`src/pkg/cca_pkg.sv`:
```
/*
 Constants, register map and carrier types of the calendar clock.
 Assumes a 32-bit AHB-Lite register bus, one aligned word per register.
*/
`default_nettype none
package cca_pkg;
   // ----------------------------------------
   // Register byte offsets
   // ----------------------------------------
   localparam logic [7:0] A_CTRL  = 8'h00;
   localparam logic [7:0] A_TIME  = 8'h04;
   localparam logic [7:0] A_CAL   = 8'h08;
   localparam logic [7:0] A_ATIME = 8'h0C;
   localparam logic [7:0] A_ACAL  = 8'h10;
   localparam logic [7:0] A_AEN   = 8'h14;
   localparam logic [7:0] A_IEN   = 8'h18;
   localparam logic [7:0] A_IDIS  = 8'h1C;
   localparam logic [7:0] A_IMSK  = 8'h20;
   localparam logic [7:0] A_EVT   = 8'h24;
   localparam logic [7:0] A_KEEP  = 8'h28;
   localparam logic [7:0] A_DIV   = 8'h2C;
   localparam logic [7:0] A_DEN   = 8'h30;
   localparam logic [7:0] A_WPER  = 8'h34;
   localparam logic [7:0] A_WCTL  = 8'h38;
   localparam logic [7:0] A_WCNT  = 8'h3C;
   localparam logic [7:0] A_WCLR  = 8'h40;
   // ----------------------------------------
   // Field positions
   // ----------------------------------------
   localparam int C_TDIS = 0;
   localparam int C_CDIS = 1;
   localparam int C_H12  = 2;
   localparam logic [2:0] CTRL_RST = 3'h3;
   localparam int PM_BIT = 24;
   localparam int FW     = 24;
   localparam int NAE    = 6;
   localparam int AE_REC = 6;
   localparam int NEV    = 9;
   localparam int E_SEC  = 0;
   localparam int E_MIN  = 1;
   localparam int E_HOUR = 2;
   localparam int E_HALF = 3;
   localparam int E_DAY  = 4;
   localparam int E_WEEK = 5;
   localparam int E_MON  = 6;
   localparam int E_YEAR = 7;
   localparam int E_ALM  = 8;
   localparam int DI_W   = 13;
   localparam int DF_LSB = 13;
   localparam int DF_W   = 10;
   localparam int D_EN   = 31;
   localparam int WP_W   = 13;
   // ----------------------------------------
   // Field limits
   // ----------------------------------------
   localparam logic [6:0] HUND_MAX = 7'h63;
   localparam logic [5:0] MS_MAX   = 6'h3B;
   localparam logic [4:0] HR_MAX   = 5'h17;
   localparam logic [4:0] HR_HALF  = 5'h0C;
   localparam logic [2:0] WD_MIN   = 3'h1;
   localparam logic [2:0] WD_MAX   = 3'h7;
   localparam logic [4:0] DT_MIN   = 5'h01;
   localparam logic [3:0] MON_MIN  = 4'h1;
   localparam logic [3:0] MON_MAX  = 4'hC;
   localparam logic [3:0] MON_FEB  = 4'h2;
   localparam logic [6:0] YR_MAX   = 7'h63;
   localparam logic [4:0] CEN_MIN  = 5'h13;
   localparam logic [4:0] CEN_MAX  = 5'h1D;
   localparam logic [4:0] D28      = 5'h1C;
   localparam logic [4:0] D29      = 5'h1D;
   localparam logic [4:0] D30      = 5'h1E;
   localparam logic [4:0] D31      = 5'h1F;
   // ----------------------------------------
   // Carriers
   // ----------------------------------------
   typedef struct packed {
      logic [4:0] hour;
      logic [5:0] min;
      logic [5:0] sec;
      logic [6:0] hund;
   } cca_time_t;
   typedef struct packed {
      logic [4:0] cent;
      logic [6:0] year;
      logic [3:0] month;
      logic [4:0] date;
      logic [2:0] wday;
   } cca_cal_t;
   localparam cca_cal_t CAL_RST = '{cent: CEN_MIN, year: 7'h00, month: MON_MIN,
                                    date: DT_MIN, wday: WD_MIN};
endpackage
`default_nettype wire

```
`src/cca_rtc.sv`:
```
/*
 Calendar clock with alarm, rollover events, wake countdown and 100 Hz
 fractional divider, behind an AHB-Lite slave.
 Assumes a same-clock software reset request and a free low-power clock pin.
*/
// Added by the designer: the register addresses and register access over AHB-Lite.
`timescale 1ns/100ps
`default_nettype none
module cca_rtc #(
   parameter logic [12:0] DIV_INT_RST  = 13'h0147,
   parameter logic [9:0]  DIV_FRAC_RST = 10'h2A8,
   parameter logic [9:0]  DIV_DEN_RST  = 10'h3E8
) (
   // Clock, reset, enable
   input  wire logic        CLK_IN,
   input  wire logic        ARST_N_IN,
   input  wire logic        CE_IN,
   // Low-power clock pin and software reset request
   input  wire logic        LP_CLK_IN,
   input  wire logic        SW_RESET_IN,
   // AHB-Lite slave
   input  wire logic        HSEL_IN,
   input  wire logic [31:0] HADDR_IN,
   input  wire logic [1:0]  HTRANS_IN,
   input  wire logic        HWRITE_IN,
   input  wire logic [2:0]  HSIZE_IN,
   input  wire logic [31:0] HWDATA_IN,
   input  wire logic        HREADY_IN,
   output logic      [31:0] HRDATA_OUT,
   output logic             HREADYOUT_OUT,
   output logic             HRESP_OUT,
   // Wake and interrupt lines
   output logic             WAKE_EVENT_OUT,
   output logic             WAKE_IRQ_OUT,
   output logic             RTC_IRQ_OUT
);
   // ----------------------------------------
   // Declarations
   // ----------------------------------------
   cca_pkg::cca_time_t   time_reg, t_next, atime_reg;
   cca_pkg::cca_cal_t    cal_reg, c_next, acal_reg;
   logic [2:0]           ctrl_reg;
   logic                 keep_reg;
   logic [cca_pkg::NAE:0] aen_reg;
   logic [cca_pkg::NEV-1:0] ien_reg, evt_reg, ev;
   logic [12:0]          dint_reg, dcnt_reg;
   logic [9:0]           dfrac_reg, dden_reg;
   logic [10:0]          dacc_reg, acc_sum;
   logic                 den_reg, dext_reg;
   logic [12:0]          wper_reg, wcnt_reg;
   logic                 wen_reg, wflag_reg;
   logic                 lp_s1_reg, lp_s2_reg, lp_s3_reg, lp_lvl_reg, lp_rise;
   logic                 tick, adv, adv_reg, day_c, leap, alm_hit, clr;
   logic                 wr_reg, rd_reg, hready_reg, req;
   logic [7:0]           wa_reg, ra_reg;
   logic [31:0]          hrdata_reg, rdata;
   logic                 irq_reg;
   logic                 wr_ctrl, wr_time, wr_cal, wr_at, wr_ac, wr_aen, wr_evt;
   logic                 rd_evt, rd_wclr;

   // ----------------------------------------
   // Helpers
   // ----------------------------------------
   function automatic logic [4:0] dim(input logic [3:0] m, input logic lp);
      case (m)
         cca_pkg::MON_FEB: dim = lp ? cca_pkg::D29 : cca_pkg::D28;
         4'h4, 4'h6, 4'h9, 4'hB: dim = cca_pkg::D30;
         default: dim = cca_pkg::D31;
      endcase
   endfunction

   function automatic logic [5:0] to12(input logic [4:0] h);
      logic [4:0] hh;
      hh = (h >= cca_pkg::HR_HALF) ? h - cca_pkg::HR_HALF : h;
      to12 = {h >= cca_pkg::HR_HALF, (hh == 5'h00) ? cca_pkg::HR_HALF : hh};
   endfunction

   function automatic logic [31:0] rd_time(input cca_pkg::cca_time_t t, input logic h12);
      logic [5:0] c;
      c = to12(t.hour);
      rd_time = {7'h00, h12 & c[5], h12 ? c[4:0] : t.hour, t.min, t.sec, t.hund};
   endfunction

   function automatic cca_pkg::cca_time_t wr_tm(input logic [31:0] w, input logic h12);
      logic [4:0] hh;
      wr_tm = cca_pkg::cca_time_t'(w[cca_pkg::FW-1:0]);
      hh = (wr_tm.hour == cca_pkg::HR_HALF) ? 5'h00 : wr_tm.hour;
      if (h12)
         wr_tm.hour = w[cca_pkg::PM_BIT] ? hh + cca_pkg::HR_HALF : hh;
   endfunction

   // ----------------------------------------
   // Bus slave
   // ----------------------------------------
   // Reads take one wait state so a write just before is already visible
   assign req = HSEL_IN & HTRANS_IN[1] & HREADY_IN;
   always_ff @(posedge CLK_IN or negedge ARST_N_IN)
      if (!ARST_N_IN)
      begin
         wr_reg     <= 1'b0;
         rd_reg     <= 1'b0;
         wa_reg     <= 8'h00;
         ra_reg     <= 8'h00;
         hready_reg <= 1'b1;
         hrdata_reg <= 32'h00000000;
      end
      else if (CE_IN)
      begin
         wr_reg     <= req & HWRITE_IN;
         rd_reg     <= req & ~HWRITE_IN;
         hready_reg <= ~(req & ~HWRITE_IN);
         if (req)
         begin
            wa_reg <= {HADDR_IN[7:2], 2'b00};
            ra_reg <= {HADDR_IN[7:2], 2'b00};
         end
         if (rd_reg)
            hrdata_reg <= rdata;
      end

   assign wr_ctrl = wr_reg && wa_reg == cca_pkg::A_CTRL;
   assign wr_time = wr_reg && wa_reg == cca_pkg::A_TIME;
   assign wr_cal  = wr_reg && wa_reg == cca_pkg::A_CAL;
   assign wr_at   = wr_reg && wa_reg == cca_pkg::A_ATIME;
   assign wr_ac   = wr_reg && wa_reg == cca_pkg::A_ACAL;
   assign wr_aen  = wr_reg && wa_reg == cca_pkg::A_AEN;
   assign wr_evt  = wr_reg && wa_reg == cca_pkg::A_EVT;
   assign rd_evt  = rd_reg && ra_reg == cca_pkg::A_EVT;
   assign rd_wclr = rd_reg && ra_reg == cca_pkg::A_WCLR;

   always_comb
   begin
      case (ra_reg)
         cca_pkg::A_CTRL:  rdata = {29'h0, ctrl_reg};
         cca_pkg::A_TIME:  rdata = rd_time(time_reg, ctrl_reg[cca_pkg::C_H12]);
         cca_pkg::A_CAL:   rdata = {8'h00, cal_reg};
         cca_pkg::A_ATIME: rdata = rd_time(atime_reg, ctrl_reg[cca_pkg::C_H12]);
         cca_pkg::A_ACAL:  rdata = {8'h00, acal_reg};
         cca_pkg::A_AEN:   rdata = {25'h0, aen_reg};
         cca_pkg::A_IMSK:  rdata = {23'h0, ien_reg};
         cca_pkg::A_EVT:   rdata = {23'h0, evt_reg};
         cca_pkg::A_KEEP:  rdata = {31'h0, keep_reg};
         cca_pkg::A_DIV:   rdata = {den_reg, 8'h00, dfrac_reg, dint_reg};
         cca_pkg::A_DEN:   rdata = {22'h0, dden_reg};
         cca_pkg::A_WPER:  rdata = {19'h0, wper_reg};
         cca_pkg::A_WCTL:  rdata = {31'h0, wen_reg};
         cca_pkg::A_WCNT:  rdata = {19'h0, wcnt_reg};
         cca_pkg::A_WCLR:  rdata = {31'h0, wflag_reg};
         default:          rdata = 32'h00000000;
      endcase
   end

   // ----------------------------------------
   // Control and keep
   // ----------------------------------------
   always_ff @(posedge CLK_IN or negedge ARST_N_IN)
      if (!ARST_N_IN)
      begin
         ctrl_reg <= cca_pkg::CTRL_RST;
         keep_reg <= 1'b0;
      end
      else if (CE_IN)
      begin
         if (wr_ctrl)
            ctrl_reg <= HWDATA_IN[2:0];
         if (wr_reg && wa_reg == cca_pkg::A_KEEP)
            keep_reg <= HWDATA_IN[0];
      end

   assign clr = SW_RESET_IN & ~keep_reg;

   // ----------------------------------------
   // Low-power clock and tick divider
   // ----------------------------------------
   always_ff @(posedge CLK_IN or negedge ARST_N_IN)
      if (!ARST_N_IN)
      begin
         lp_s1_reg  <= 1'b0;
         lp_s2_reg  <= 1'b0;
         lp_s3_reg  <= 1'b0;
         lp_lvl_reg <= 1'b0;
      end
      else if (CE_IN)
      begin
         lp_s1_reg <= LP_CLK_IN;
         lp_s2_reg <= lp_s1_reg;
         lp_s3_reg <= lp_s2_reg;
         if (lp_s2_reg == lp_s3_reg)
            lp_lvl_reg <= lp_s3_reg;
      end

   assign lp_rise = lp_s2_reg & lp_s3_reg & ~lp_lvl_reg;
   // Period is the integer part, stretched by one edge on each fraction carry
   assign tick    = den_reg & lp_rise & (14'(dcnt_reg) + 14'h0001 >= 14'(dint_reg) + 14'(dext_reg));
   assign acc_sum = dacc_reg + 11'(dfrac_reg);

   always_ff @(posedge CLK_IN or negedge ARST_N_IN)
      if (!ARST_N_IN)
      begin
         dint_reg  <= DIV_INT_RST;
         dfrac_reg <= DIV_FRAC_RST;
         dden_reg  <= DIV_DEN_RST;
         den_reg   <= 1'b0;
      end
      else if (CE_IN)
      begin
         if (wr_reg && wa_reg == cca_pkg::A_DIV)
         begin
            dint_reg  <= HWDATA_IN[cca_pkg::DI_W-1:0];
            dfrac_reg <= HWDATA_IN[cca_pkg::DF_LSB+cca_pkg::DF_W-1:cca_pkg::DF_LSB];
            den_reg   <= HWDATA_IN[cca_pkg::D_EN];
         end
         if (wr_reg && wa_reg == cca_pkg::A_DEN)
            dden_reg <= HWDATA_IN[cca_pkg::DF_W-1:0];
      end

   always_ff @(posedge CLK_IN or negedge ARST_N_IN)
      if (!ARST_N_IN)
      begin
         dcnt_reg <= 13'h0000;
         dacc_reg <= 11'h000;
         dext_reg <= 1'b0;
      end
      else if (CE_IN)
      begin
         if (!den_reg || clr)
         begin
            dcnt_reg <= 13'h0000;
            dacc_reg <= 11'h000;
            dext_reg <= 1'b0;
         end
         else if (tick)
         begin
            dcnt_reg <= 13'h0000;
            if (acc_sum >= 11'(dden_reg))
            begin
               dacc_reg <= acc_sum - 11'(dden_reg);
               dext_reg <= 1'b1;
            end
            else
            begin
               dacc_reg <= acc_sum;
               dext_reg <= 1'b0;
            end
         end
         else if (lp_rise)
            dcnt_reg <= dcnt_reg + 13'h0001;
      end

   // ----------------------------------------
   // Time and calendar counting
   // ----------------------------------------
   assign adv  = tick & ~ctrl_reg[cca_pkg::C_TDIS];
   assign leap = (cal_reg.year[1:0] == 2'b00) &
                 ((cal_reg.year != 7'h00) | (cal_reg.cent[1:0] == 2'b00));

   always_comb
   begin
      t_next = time_reg;
      c_next = cal_reg;
      ev     = '0;
      day_c  = 1'b0;
      if (adv)
      begin
         if (time_reg.hund != cca_pkg::HUND_MAX)
            t_next.hund = time_reg.hund + 7'h01;
         else
         begin
            t_next.hund   = 7'h00;
            ev[cca_pkg::E_SEC] = 1'b1;
            if (time_reg.sec != cca_pkg::MS_MAX)
               t_next.sec = time_reg.sec + 6'h01;
            else
            begin
               t_next.sec = 6'h00;
               ev[cca_pkg::E_MIN] = 1'b1;
               if (time_reg.min != cca_pkg::MS_MAX)
                  t_next.min = time_reg.min + 6'h01;
               else
               begin
                  t_next.min = 6'h00;
                  ev[cca_pkg::E_HOUR] = 1'b1;
                  if (time_reg.hour != cca_pkg::HR_MAX)
                     t_next.hour = time_reg.hour + 5'h01;
                  else
                  begin
                     t_next.hour = 5'h00;
                     day_c = 1'b1;
                     ev[cca_pkg::E_DAY] = 1'b1;
                  end
                  ev[cca_pkg::E_HALF] = ctrl_reg[cca_pkg::C_H12] &
                     (t_next.hour == 5'h00 || t_next.hour == cca_pkg::HR_HALF);
               end
            end
         end
      end
      if (day_c && !ctrl_reg[cca_pkg::C_CDIS])
      begin
         if (cal_reg.wday != cca_pkg::WD_MAX)
            c_next.wday = cal_reg.wday + 3'h1;
         else
         begin
            c_next.wday = cca_pkg::WD_MIN;
            ev[cca_pkg::E_WEEK] = 1'b1;
         end
         if (cal_reg.date < dim(cal_reg.month, leap))
            c_next.date = cal_reg.date + 5'h01;
         else
         begin
            c_next.date = cca_pkg::DT_MIN;
            ev[cca_pkg::E_MON] = 1'b1;
            if (cal_reg.month < cca_pkg::MON_MAX)
               c_next.month = cal_reg.month + 4'h1;
            else
            begin
               c_next.month = cca_pkg::MON_MIN;
               ev[cca_pkg::E_YEAR] = 1'b1;
               if (cal_reg.year < cca_pkg::YR_MAX)
                  c_next.year = cal_reg.year + 7'h01;
               else
               begin
                  c_next.year = 7'h00;
                  // Past 2999 the count wraps to 1900
                  c_next.cent = (cal_reg.cent >= cca_pkg::CEN_MAX) ?
                                cca_pkg::CEN_MIN : cal_reg.cent + 5'h01;
               end
            end
         end
      end
      ev[cca_pkg::E_ALM] = alm_hit;
   end

   always_ff @(posedge CLK_IN or negedge ARST_N_IN)
      if (!ARST_N_IN)
      begin
         time_reg <= '0;
         cal_reg  <= cca_pkg::CAL_RST;
         adv_reg  <= 1'b0;
      end
      else if (CE_IN)
      begin
         adv_reg <= adv & ~clr;
         if (clr)
         begin
            time_reg <= '0;
            cal_reg  <= cca_pkg::CAL_RST;
         end
         else
         begin
            time_reg <= wr_time ? wr_tm(HWDATA_IN, ctrl_reg[cca_pkg::C_H12]) : t_next;
            cal_reg  <= wr_cal ? cca_pkg::cca_cal_t'(HWDATA_IN[cca_pkg::FW-1:0]) : c_next;
         end
      end

   // ----------------------------------------
   // Alarm
   // ----------------------------------------
   // Compared once per advance, so a match fires once, not for 10 ms
   assign alm_hit = adv_reg & (|aen_reg[cca_pkg::NAE-1:0]) &
                    (!aen_reg[0] || time_reg.hund == atime_reg.hund) &
                    (!aen_reg[1] || time_reg.sec == atime_reg.sec) &
                    (!aen_reg[2] || time_reg.min == atime_reg.min) &
                    (!aen_reg[3] || time_reg.hour == atime_reg.hour) &
                    (!aen_reg[4] || cal_reg.date == acal_reg.date) &
                    (!aen_reg[5] || cal_reg.month == acal_reg.month);

   always_ff @(posedge CLK_IN or negedge ARST_N_IN)
      if (!ARST_N_IN)
      begin
         atime_reg <= '0;
         acal_reg  <= cca_pkg::CAL_RST;
         aen_reg   <= '0;
      end
      else if (CE_IN)
      begin
         if (wr_at)
            atime_reg <= wr_tm(HWDATA_IN, ctrl_reg[cca_pkg::C_H12]);
         if (wr_ac)
            acal_reg <= cca_pkg::cca_cal_t'(HWDATA_IN[cca_pkg::FW-1:0]);
         if (wr_aen)
            aen_reg <= HWDATA_IN[cca_pkg::NAE:0];
         else if (alm_hit && !aen_reg[cca_pkg::AE_REC])
            aen_reg[cca_pkg::NAE-1:0] <= '0;
      end

   // ----------------------------------------
   // Event flags and interrupt
   // ----------------------------------------
   always_ff @(posedge CLK_IN or negedge ARST_N_IN)
      if (!ARST_N_IN)
      begin
         evt_reg <= '0;
         ien_reg <= '0;
         irq_reg <= 1'b0;
      end
      else if (CE_IN)
      begin
         // Hardware set wins over the read that clears
         evt_reg <= clr ? '0 : ((evt_reg & ~{cca_pkg::NEV{rd_evt}}) | ev |
                    (wr_evt ? HWDATA_IN[cca_pkg::NEV-1:0] : '0));
         if (wr_reg && wa_reg == cca_pkg::A_IEN)
            ien_reg <= ien_reg | HWDATA_IN[cca_pkg::NEV-1:0];
         else if (wr_reg && wa_reg == cca_pkg::A_IDIS)
            ien_reg <= ien_reg & ~HWDATA_IN[cca_pkg::NEV-1:0];
         irq_reg <= |(evt_reg & ien_reg);
      end

   // ----------------------------------------
   // Wake countdown
   // ----------------------------------------
   always_ff @(posedge CLK_IN or negedge ARST_N_IN)
      if (!ARST_N_IN)
      begin
         wper_reg  <= '0;
         wcnt_reg  <= '0;
         wen_reg   <= 1'b0;
         wflag_reg <= 1'b0;
      end
      else if (CE_IN)
      begin
         if (wr_reg && wa_reg == cca_pkg::A_WCTL)
            wen_reg <= HWDATA_IN[0];
         if (wr_reg && wa_reg == cca_pkg::A_WPER)
         begin
            wper_reg <= HWDATA_IN[cca_pkg::WP_W-1:0];
            wcnt_reg <= HWDATA_IN[cca_pkg::WP_W-1:0];
         end
         else if (wen_reg && tick)
            wcnt_reg <= (wcnt_reg == 13'h0000) ? wper_reg : wcnt_reg - 13'h0001;
         if (wen_reg && tick && wcnt_reg == 13'h0001)
            wflag_reg <= 1'b1;
         else if (rd_wclr)
            wflag_reg <= 1'b0;
      end

   // ----------------------------------------
   // Outputs
   // ----------------------------------------
   always_ff @(posedge CLK_IN or negedge ARST_N_IN)
      if (!ARST_N_IN)
         HRESP_OUT <= 1'b0;
      else
         HRESP_OUT <= 1'b0;

   assign HRDATA_OUT     = hrdata_reg;
   assign HREADYOUT_OUT  = hready_reg;
   assign WAKE_EVENT_OUT = wflag_reg;
   assign WAKE_IRQ_OUT   = wflag_reg;
   assign RTC_IRQ_OUT    = irq_reg;
endmodule // cca_rtc
`default_nettype wire

```
`config.mk`:
```
export PLATFORM = sky130hd
export DESIGN_NAME = cca_rtc
export DESIGN_NICKNAME = d
export VERILOG_FILES = /design/src/pkg/cca_pkg.sv /design/src/cca_rtc.sv
export SDC_FILE = /design/constraint.sdc
export NUM_CORES = 1
export LEC_CHECK = 0
export BUFFER_PORTS_ARGS = -buffer_cell sky130_fd_sc_hd__buf_2
export CAP_MARGIN = 10
export CORE_UTILIZATION = 30
export DETAILED_ROUTE_END_ITERATION = 12
export PLACE_DENSITY = 0.51
export SLEW_MARGIN = 20
export SYNTH_ARGS = -nofsm -noshare
export SYNTH_HDL_FRONTEND = slang
export SYNTH_SLANG_ARGS = --single-unit
```
`constraint.sdc`:
```
create_clock -name CLK_IN -period 6.95 [get_ports CLK_IN]
set_input_delay 2.085 -clock CLK_IN [delete_from_list [all_inputs] [get_ports CLK_IN]]
set_output_delay 2.085 -clock CLK_IN [all_outputs]
set_load 0.01 [all_outputs]
```
==> flow_metrics.env, run 1 <==
export IMPL_outcome="finished, final reports clean"
export IMPL_dieArea_um2=53700
export IMPL_synthFlopType="dfrtp_1"
export IMPL_internal_power_uw=2960
export IMPL_worstPathCellList="ha_1, ha_1, and3_1, nand3_1, xor2_1, ha_1, nand4_1, a2111oi_0, a21oi_2, buf_4, a21oi_1, nand2_1, o41ai_1"
export IMPL_synth_most_common_cell="dfrtp_1"
export IMPL_antenna_left=0
export IMPL_ir_worst_vdd_mv=0.181
export IMPL_grt_max_degree=144
export IMPL_fin_crit_ns=4.88
export IMPL_cts_tree="built"
export IMPL_core_um2=51700
export IMPL_worst_pin_slew_ns=1.10
export IMPL_grt_pass1_vias=13100
export IMPL_vias=13600
export IMPL_drtIter0Drc=1355
export IMPL_fillCellCount=5273
export IMPL_clk_latency_ns=0.59
export IMPL_r2r_worst_path_cells=13
export IMPL_switchingPower_uw=1330
export IMPL_postCtsHoldBufs=0
export IMPL_slowest_stage="a21oi_1"
export IMPL_critPathMaxFanout=16
export IMPL_finalSetupViolations=0
export IMPL_multi_input_area_um2=8900
export IMPL_drive_above_1_share=0.207
export IMPL_grt_pass1_wl_um=84100
export IMPL_start_kind="flop"
export IMPL_worstHoldPathCells=1
export IMPL_drcViolationCount=0
export IMPL_first_pass_iters=5
export IMPL_drv_slew=0
export IMPL_final_seq_area_um2=6370
export IMPL_postCtsSetupBuffers=0
export IMPL_p_per_area_nw_per_um2=239
export IMPL_yosysSeqAreaShare=0.402
export IMPL_cp_slowest_stage_delay_ns=0.67
export IMPL_finClkSkew_ns=0.0182
export IMPL_groute_usage_overall=0.206
export IMPL_dpl_hpwl_um=40100
export IMPL_netlist_top_cells_area="dfrtp_1 35%, mux2_2 11%, dfstp_2 5.0%"
export IMPL_clkPwrFrac=0.407
export IMPL_seq_power_share=0.407
export IMPL_cp_data_arrival_time_ns=5.35
export IMPL_cpMostUsedCell="ha_1"
export IMPL_num_rows=83
export IMPL_synth_warning_count=0
export IMPL_fin_nets=1832
export IMPL_numCtsBuffers=30
export IMPL_pin_count=114
export IMPL_die_y_um=232
export IMPL_hold_class="flop to flop"
export IMPL_p_comb_frac=0.186
export IMPL_gp_congestion=0.943
export IMPL_yosys_area_top_type_share=0.352
export IMPL_fin_setup_tns_ns=0
export IMPL_timing_slew_headroom=0.258
export IMPL_start_util=0.306
export IMPL_routed_via_density=5.70
export IMPL_synth_distinct_cells=85
export IMPL_cts_resized=0
export IMPL_clkTransAtPathRegs_ns=0.06
export IMPL_rsz0062_at_grt="no"
export IMPL_synth_area_leader_cell="dfrtp_1"
export IMPL_period_share=0.702
export IMPL_io_buffer_count=70
export IMPL_finish_utilization=0.347
export IMPL_clock_fmax_ghz=0.205
export IMPL_async_reset_ff_frac=1.00
export IMPL_synth_edf_count=0
export IMPL_p_leak_uw=0.00788
export IMPL_htreeDepth=1
export IMPL_crit_type="flop to flop"
export IMPL_area_growth_pct=13.5
export IMPL_p_sw_frac=0.310
export IMPL_wl_per_cell_um=23.3
export IMPL_largest_reg_flops=26
export IMPL_postSynthCellCount=1660
export IMPL_ctsLongestPathBuffers=3
export IMPL_die_x_um=232
export IMPL_ys_seq_elements=253
export IMPL_antenna_found_initial=0
export IMPL_required_ns=7.42
export IMPL_clock_sinks=253
export IMPL_postRouteWirelength_um=55700
export IMPL_syn_avg_cell_area_um2=9.54
export IMPL_root_buffer="clkbuf_16"
export IMPL_hold_violations=0
export IMPL_synth_commonest_cells="223 x dfrtp_1, 161 x nand2_1, 149 x mux2_2"
export IMPL_synthesis_area_um2=15800
export IMPL_maxCapViolCount=0
export IMPL_overflow=0
export IMPL_worstSetupEndpointType="flop"
-- worst max-delay path, delay by kind of cell (launching register included) --
kind	cells	cell delay [ns]
AOI/OAI and AO/OA	4	2.04
and+or+nand+nor	4	0.95
adders and majority gates	3	0.72
DFF	1	0.59
buffers and inverters	1	0.30
xor gates and xnor gates	1	0.16
-- cell usage in the layout (no fill, tap or decap), types with 16 or more instances in the layout --
| cell | n |
|---|---|
| dfstp_2 | 30 |
| o211ai_1 | 22 |
| a21o_1 | 19 |
| dfrtp_1 | 223 |
| nand2_1 | 161 |
| inv_1 | 46 |
| ha_1 | 63 |
| buf_4 | 27 |
| o21ai_0 | 86 |
| o2bb2ai_1 | 19 |
| xnor2_1 | 45 |
| a21oi_1 | 97 |
| nand3_1 | 69 |
| nor2_1 | 92 |
| buf_2 | 69 |
| xor2_1 | 36 |
| mux2_2 | 149 |
| nor3_1 | 42 |
| a222oi_1 | 16 |
| a31oi_1 | 27 |
| clkbuf_16 | 31 |
| a22oi_1 | 38 |
-- worst paths after layout --
path                                                 start                         end  slack [ns]
worst max-delay path               dint_reg[0]$_DFFE_PN1P_     dacc_reg[9]$_DFFE_PN0P_        2.07
worst min register to register  HRDATA_OUT[18]$_DFFE_PN0P_  HRDATA_OUT[18]$_DFFE_PN0P_        0.47
max in group asynchronous                        ARST_N_IN      cal_reg[2]$_DFFE_PN0P_        4.27
worst min-delay path            HRDATA_OUT[18]$_DFFE_PN0P_  HRDATA_OUT[18]$_DFFE_PN0P_        0.47
worst max register to register     dint_reg[0]$_DFFE_PN1P_     dacc_reg[9]$_DFFE_PN0P_        2.07
min in group asynchronous                        ARST_N_IN    dcnt_reg[10]$_DFFE_PN0P_        1.40
-- kinds of logic (layout without fill, tap and decap cells) --
kind of cell,Yosys count,count (layout),synth area share
adder cells (fa/ha/maj),65,65,0.0523
AO/OA/AOI/OAI,460,460,0.199
XOR/XNOR,81,81,0.0448
flip-flops,253,253,0.402
buffers and inverters,153,201,0.0398
multiplexers,162,162,0.114
AND/OR/NAND/NOR,485,485,0.148
other,1,8,0.000237
-- per-layer routing --
metal  vias to the layer above  GRT usage  share of wire
met2                       517      0.314           0.44
met1                      6790      0.300           0.46
met5                         -          0              0
met3                        86     0.0279          0.070
met4                         0     0.0633          0.027
li1                       6247          -              -
-- through the flow --
stage / worst slack [ns] / power (µW) / cells / instance area, µm² / hold slack (ns)
2_1_floorplan: 2.92 / 2250 / 1666 / 15900 / 0.441
3_3_place_gp: 2.21 / 2540 / 2338 / 16900 / 0.458
3_5_place_dp: 2.20 / 2560 / 2338 / 16900 / 0.463
4_1_cts: 2.19 / 4310 / 2394 / 18000 / 0.476
5_1_grt: 1.76 / 4480 / 2394 / 18000 / 0.492
6_report: 2.07 / 4290 / 2395 / 18000 / 0.473
-- power groups by stage --
stage	registers, µW	logic, µW	clock network (µW)
after detailed placement	1770	791	0
after global placement	1760	781	0
after floorplan	1680	575	0
final	1750	799	1750
after global routing	1760	886	1830
after CTS	1740	794	1780
-- layout make-up --
cell class	count	share of cell area
antenna	1	0.000139
clock buffer	48	0.0528
clock inverter	8	0.00801
inverter	47	0.00982
multi-input combinational	1260	0.495
sequential	253	0.354
tap	680	0.0473
timing repair buffer	98	0.0324
Power figures use the tool's default switching activity.
==> run 2, diff against run 1 <==
Settings changed: ABC_AREA set to 1, PLACE_DENSITY 0.51 to 0.53.
Clock period 6.95 ns to 4.1 ns, I/O delays scaled along.
==> run 2 against run 1 <==
Non-clock buffer count shrank 1. Clock skew grew 0.0066 ns. Sequential cell count is the same. Setup slack lost 1.8 ns. Fmax grew 27%. Routed wire length shrank 2.2%. Synthesized area shrank 0.46%. Via count grew 6.6%.
==> flow_metrics.env, run 2 <==
export IMPL_clk_latency_ns=0.59
export IMPL_antenna_left=0
export IMPL_die_y_um=231
export IMPL_finClkSkew_ns=0.0248
export IMPL_grt_max_degree=84
export IMPL_antenna_found_initial=1
export IMPL_dieArea_um2=53500
export IMPL_crit_type="flop to flop"
export IMPL_num_rows=83
export IMPL_yosys_area_top_type_share=0.354
export IMPL_area_growth_pct=14.0
export IMPL_critPathMaxFanout=12
export IMPL_gp_congestion=0.906
export IMPL_fin_setup_tns_ns=0
export IMPL_ctsLongestPathBuffers=3
export IMPL_postRouteWirelength_um=54500
export IMPL_ir_worst_vdd_mv=0.302
export IMPL_clkTransAtPathRegs_ns=0.06
export IMPL_root_buffer="clkbuf_16"
export IMPL_r2r_worst_path_cells=25
export IMPL_antenna_cells=0
export IMPL_async_reset_ff_frac=1.00
export IMPL_vias=14500
export IMPL_numCtsBuffers=31
export IMPL_io_buffer_count=70
export IMPL_clock_fmax_ghz=0.261
export IMPL_maxCapViolCount=0
export IMPL_fin_nets=2262
export IMPL_dp_cells=2767
export IMPL_fin_crit_ns=3.83
export IMPL_routed_via_density=5.15
export IMPL_netlist_top_cells_area="dfrtp_1 35%, nand2_1 11%, inv_1 6.0%"
export IMPL_synth_area_leader_cell="dfrtp_1"
export IMPL_wl_per_cell_um=19.3
export IMPL_grt_pass1_wl_um=83700
export IMPL_finalSetupViolations=0
export IMPL_final_common_cell="nand2_1"
export IMPL_yosysSeqAreaShare=0.404
export IMPL_postSynthCellCount=2060
export IMPL_p_sw_frac=0.310
export IMPL_synth_edf_count=0
export IMPL_first_pass_iters=6
export IMPL_worstSetupEndpointType="flop"
export IMPL_rsz0062_at_grt="yes"
export IMPL_synth_warning_count=0
export IMPL_hold_class="flop to flop"
export IMPL_clkPwrFrac=0.408
export IMPL_grt_pass1_vias=13700
export IMPL_seq_power_share=0.416
export IMPL_die_x_um=231
export IMPL_cp_data_arrival_time_ns=4.32
export IMPL_final_cell_mix="479 x nand2_1, 250 x inv_1, 223 x dfrtp_1, 180 x o21ai_0, 131 x nor2_1"
export IMPL_required_ns=4.60
export IMPL_core_um2=51600
export IMPL_p_per_area_nw_per_um2=392
export IMPL_start_util=0.305
export IMPL_instances_no_fill=2825
export IMPL_internal_power_uw=4860
export IMPL_postCtsSetupBuffers=0
export IMPL_period_share=0.933
export IMPL_overflow=0
export IMPL_synthFlopType="dfrtp_1"
export IMPL_groute_usage_overall=0.204
export IMPL_largest_reg_flops=26
export IMPL_switchingPower_uw=2180
export IMPL_pin_count=114
export IMPL_worst_pin_slew_ns=0.867
export IMPL_clock_sinks=253
export IMPL_timing_slew_headroom=0.420
export IMPL_outcome="finished, final reports clean"
export IMPL_synth_commonest_cells="479 x nand2_1, 251 x inv_1, 223 x dfrtp_1"
export IMPL_synth_distinct_cells=62
export IMPL_postCtsHoldBufs=0
export IMPL_synth_most_common_cell="nand2_1"
export IMPL_ys_seq_elements=253
export IMPL_hold_violations=0
export IMPL_dpl_hpwl_um=41200
export IMPL_drcViolationCount=0
export IMPL_drv_slew=0
export IMPL_start_kind="flop"
export IMPL_syn_avg_cell_area_um2=7.65
export IMPL_drive_above_1_share=0.118
export IMPL_drtIter0Drc=1470
export IMPL_reg2reg_slack_ns=0.27
export IMPL_worstHoldPathCells=2
export IMPL_finalPower_uw=7040
export IMPL_htreeDepth=1
export IMPL_synthesis_area_um2=15800
export IMPL_finish_utilization=0.348
export IMPL_p_comb_frac=0.176
export IMPL_p_leak_uw=0.00837
export IMPL_cts_tree="built"
run 2: cell types whose count changed after synthesis, sizes merged, moves of 20 or more:
cell	change
nand3	+40
o22ai	+49
xnor2	-22
o21ai	+149
a22oi	-23
clkbuf	-46
nor3	-21
nor2	+59
a21oi	-31
inv	+224
nand4	+20
nand2	+330
mux2	-145
run 2: layout make-up:
type                    instances  area, µm²
flip-flops and latches        253       6370
fillers                      5402      33600
multi-input cells            1461       8040
well taps                     680        851
repair buffers                 97        613
clock inverters                 8        123
inverters                     276       1040
clock buffers                  50        937
run 2: routing by layer:
layer | track usage | wire [µm] | up-vias
li1 | - | - | 6982
met5 | 0 | 0 | -
met4 | 0.0621 | 1590 | 0
met1 | 0.282 | 24400 | 6981
met2 | 0.330 | 25200 | 480
met3 | 0.0269 | 3370 | 93
run 2: worst paths after layout:
kind                                              to                       from
hold reg to reg            HRDATA_OUT[5]$_DFFE_PN0P_  HRDATA_OUT[5]$_DFFE_PN0P_
max in group asynchronous   dfrac_reg[3]$_DFFE_PN1P_                  ARST_N_IN
setup / recovery             time_reg[8]$_DFFE_PN0P_    dint_reg[0]$_DFFE_PN1P_
min in group asynchronous   wper_reg[10]$_DFFE_PN0P_                  ARST_N_IN
setup reg to reg             time_reg[8]$_DFFE_PN0P_    dint_reg[0]$_DFFE_PN1P_
hold / removal             HRDATA_OUT[5]$_DFFE_PN0P_  HRDATA_OUT[5]$_DFFE_PN0P_
run 2: kinds of logic after synthesis:
family,after synthesis,synth area share
other cells,1,0.000238
xor+xnor,76,0.0422
compound gates,474,0.177
flops,253,0.404
simple gates,826,0.226
mux,13,0.00857
fa+ha+maj,65,0.0525
buf+inv,352,0.0891
run 2: per-stage QoR:
step / hold WS, ns / area [µm²] / setup slack (ns)
after floorplan: 0.442 / 15800 / 0.740
after detailed placement: 0.464 / 16900 / 0.0880
final: 0.474 / 18000 / 0.274
after global routing: 0.495 / 18000 / -0.0374
after CTS: 0.479 / 18000 / 0.0515
after global placement: 0.459 / 16900 / 0.129
run 2: what timing repair did:
item,4_1_cts,5_1_grt
resized for setup,0,6
endpoints found under the setup margin,0,78
hold endpoints to repair,0,0
run 2: power groups by stage:
stage          clock, µW  sequential, µW  combinational, µW
2_1_floorplan          0            2890                830
3_3_place_gp           0            2960               1210
3_5_place_dp           0            2970               1220
4_1_cts             2930            2920               1230
5_1_grt             3010            2960               1390
6_report            2870            2930               1240
run 2: worst max-delay path: stages (launching register included):
cell     delay [ns]
dfstp_2        0.55
ha_1           0.17
ha_1           0.18
nand3_1        0.13
nor3_2         0.18
nand3_1        0.15
nor2_1         0.15
nand4_1        0.12
xnor2_1        0.15
inv_1          0.05
ha_1           0.26
nand2_1        0.06
inv_2          0.05
nand2_1        0.06
inv_1          0.07
nand2_1        0.05
nor2_1         0.13
nor2_2         0.10
nor2_4         0.21
nand2_2        0.14
nand2_1        0.10
nand2_2        0.09
nor2_4         0.17
buf_4          0.21
nor2_1         0.05
a21oi_1        0.12
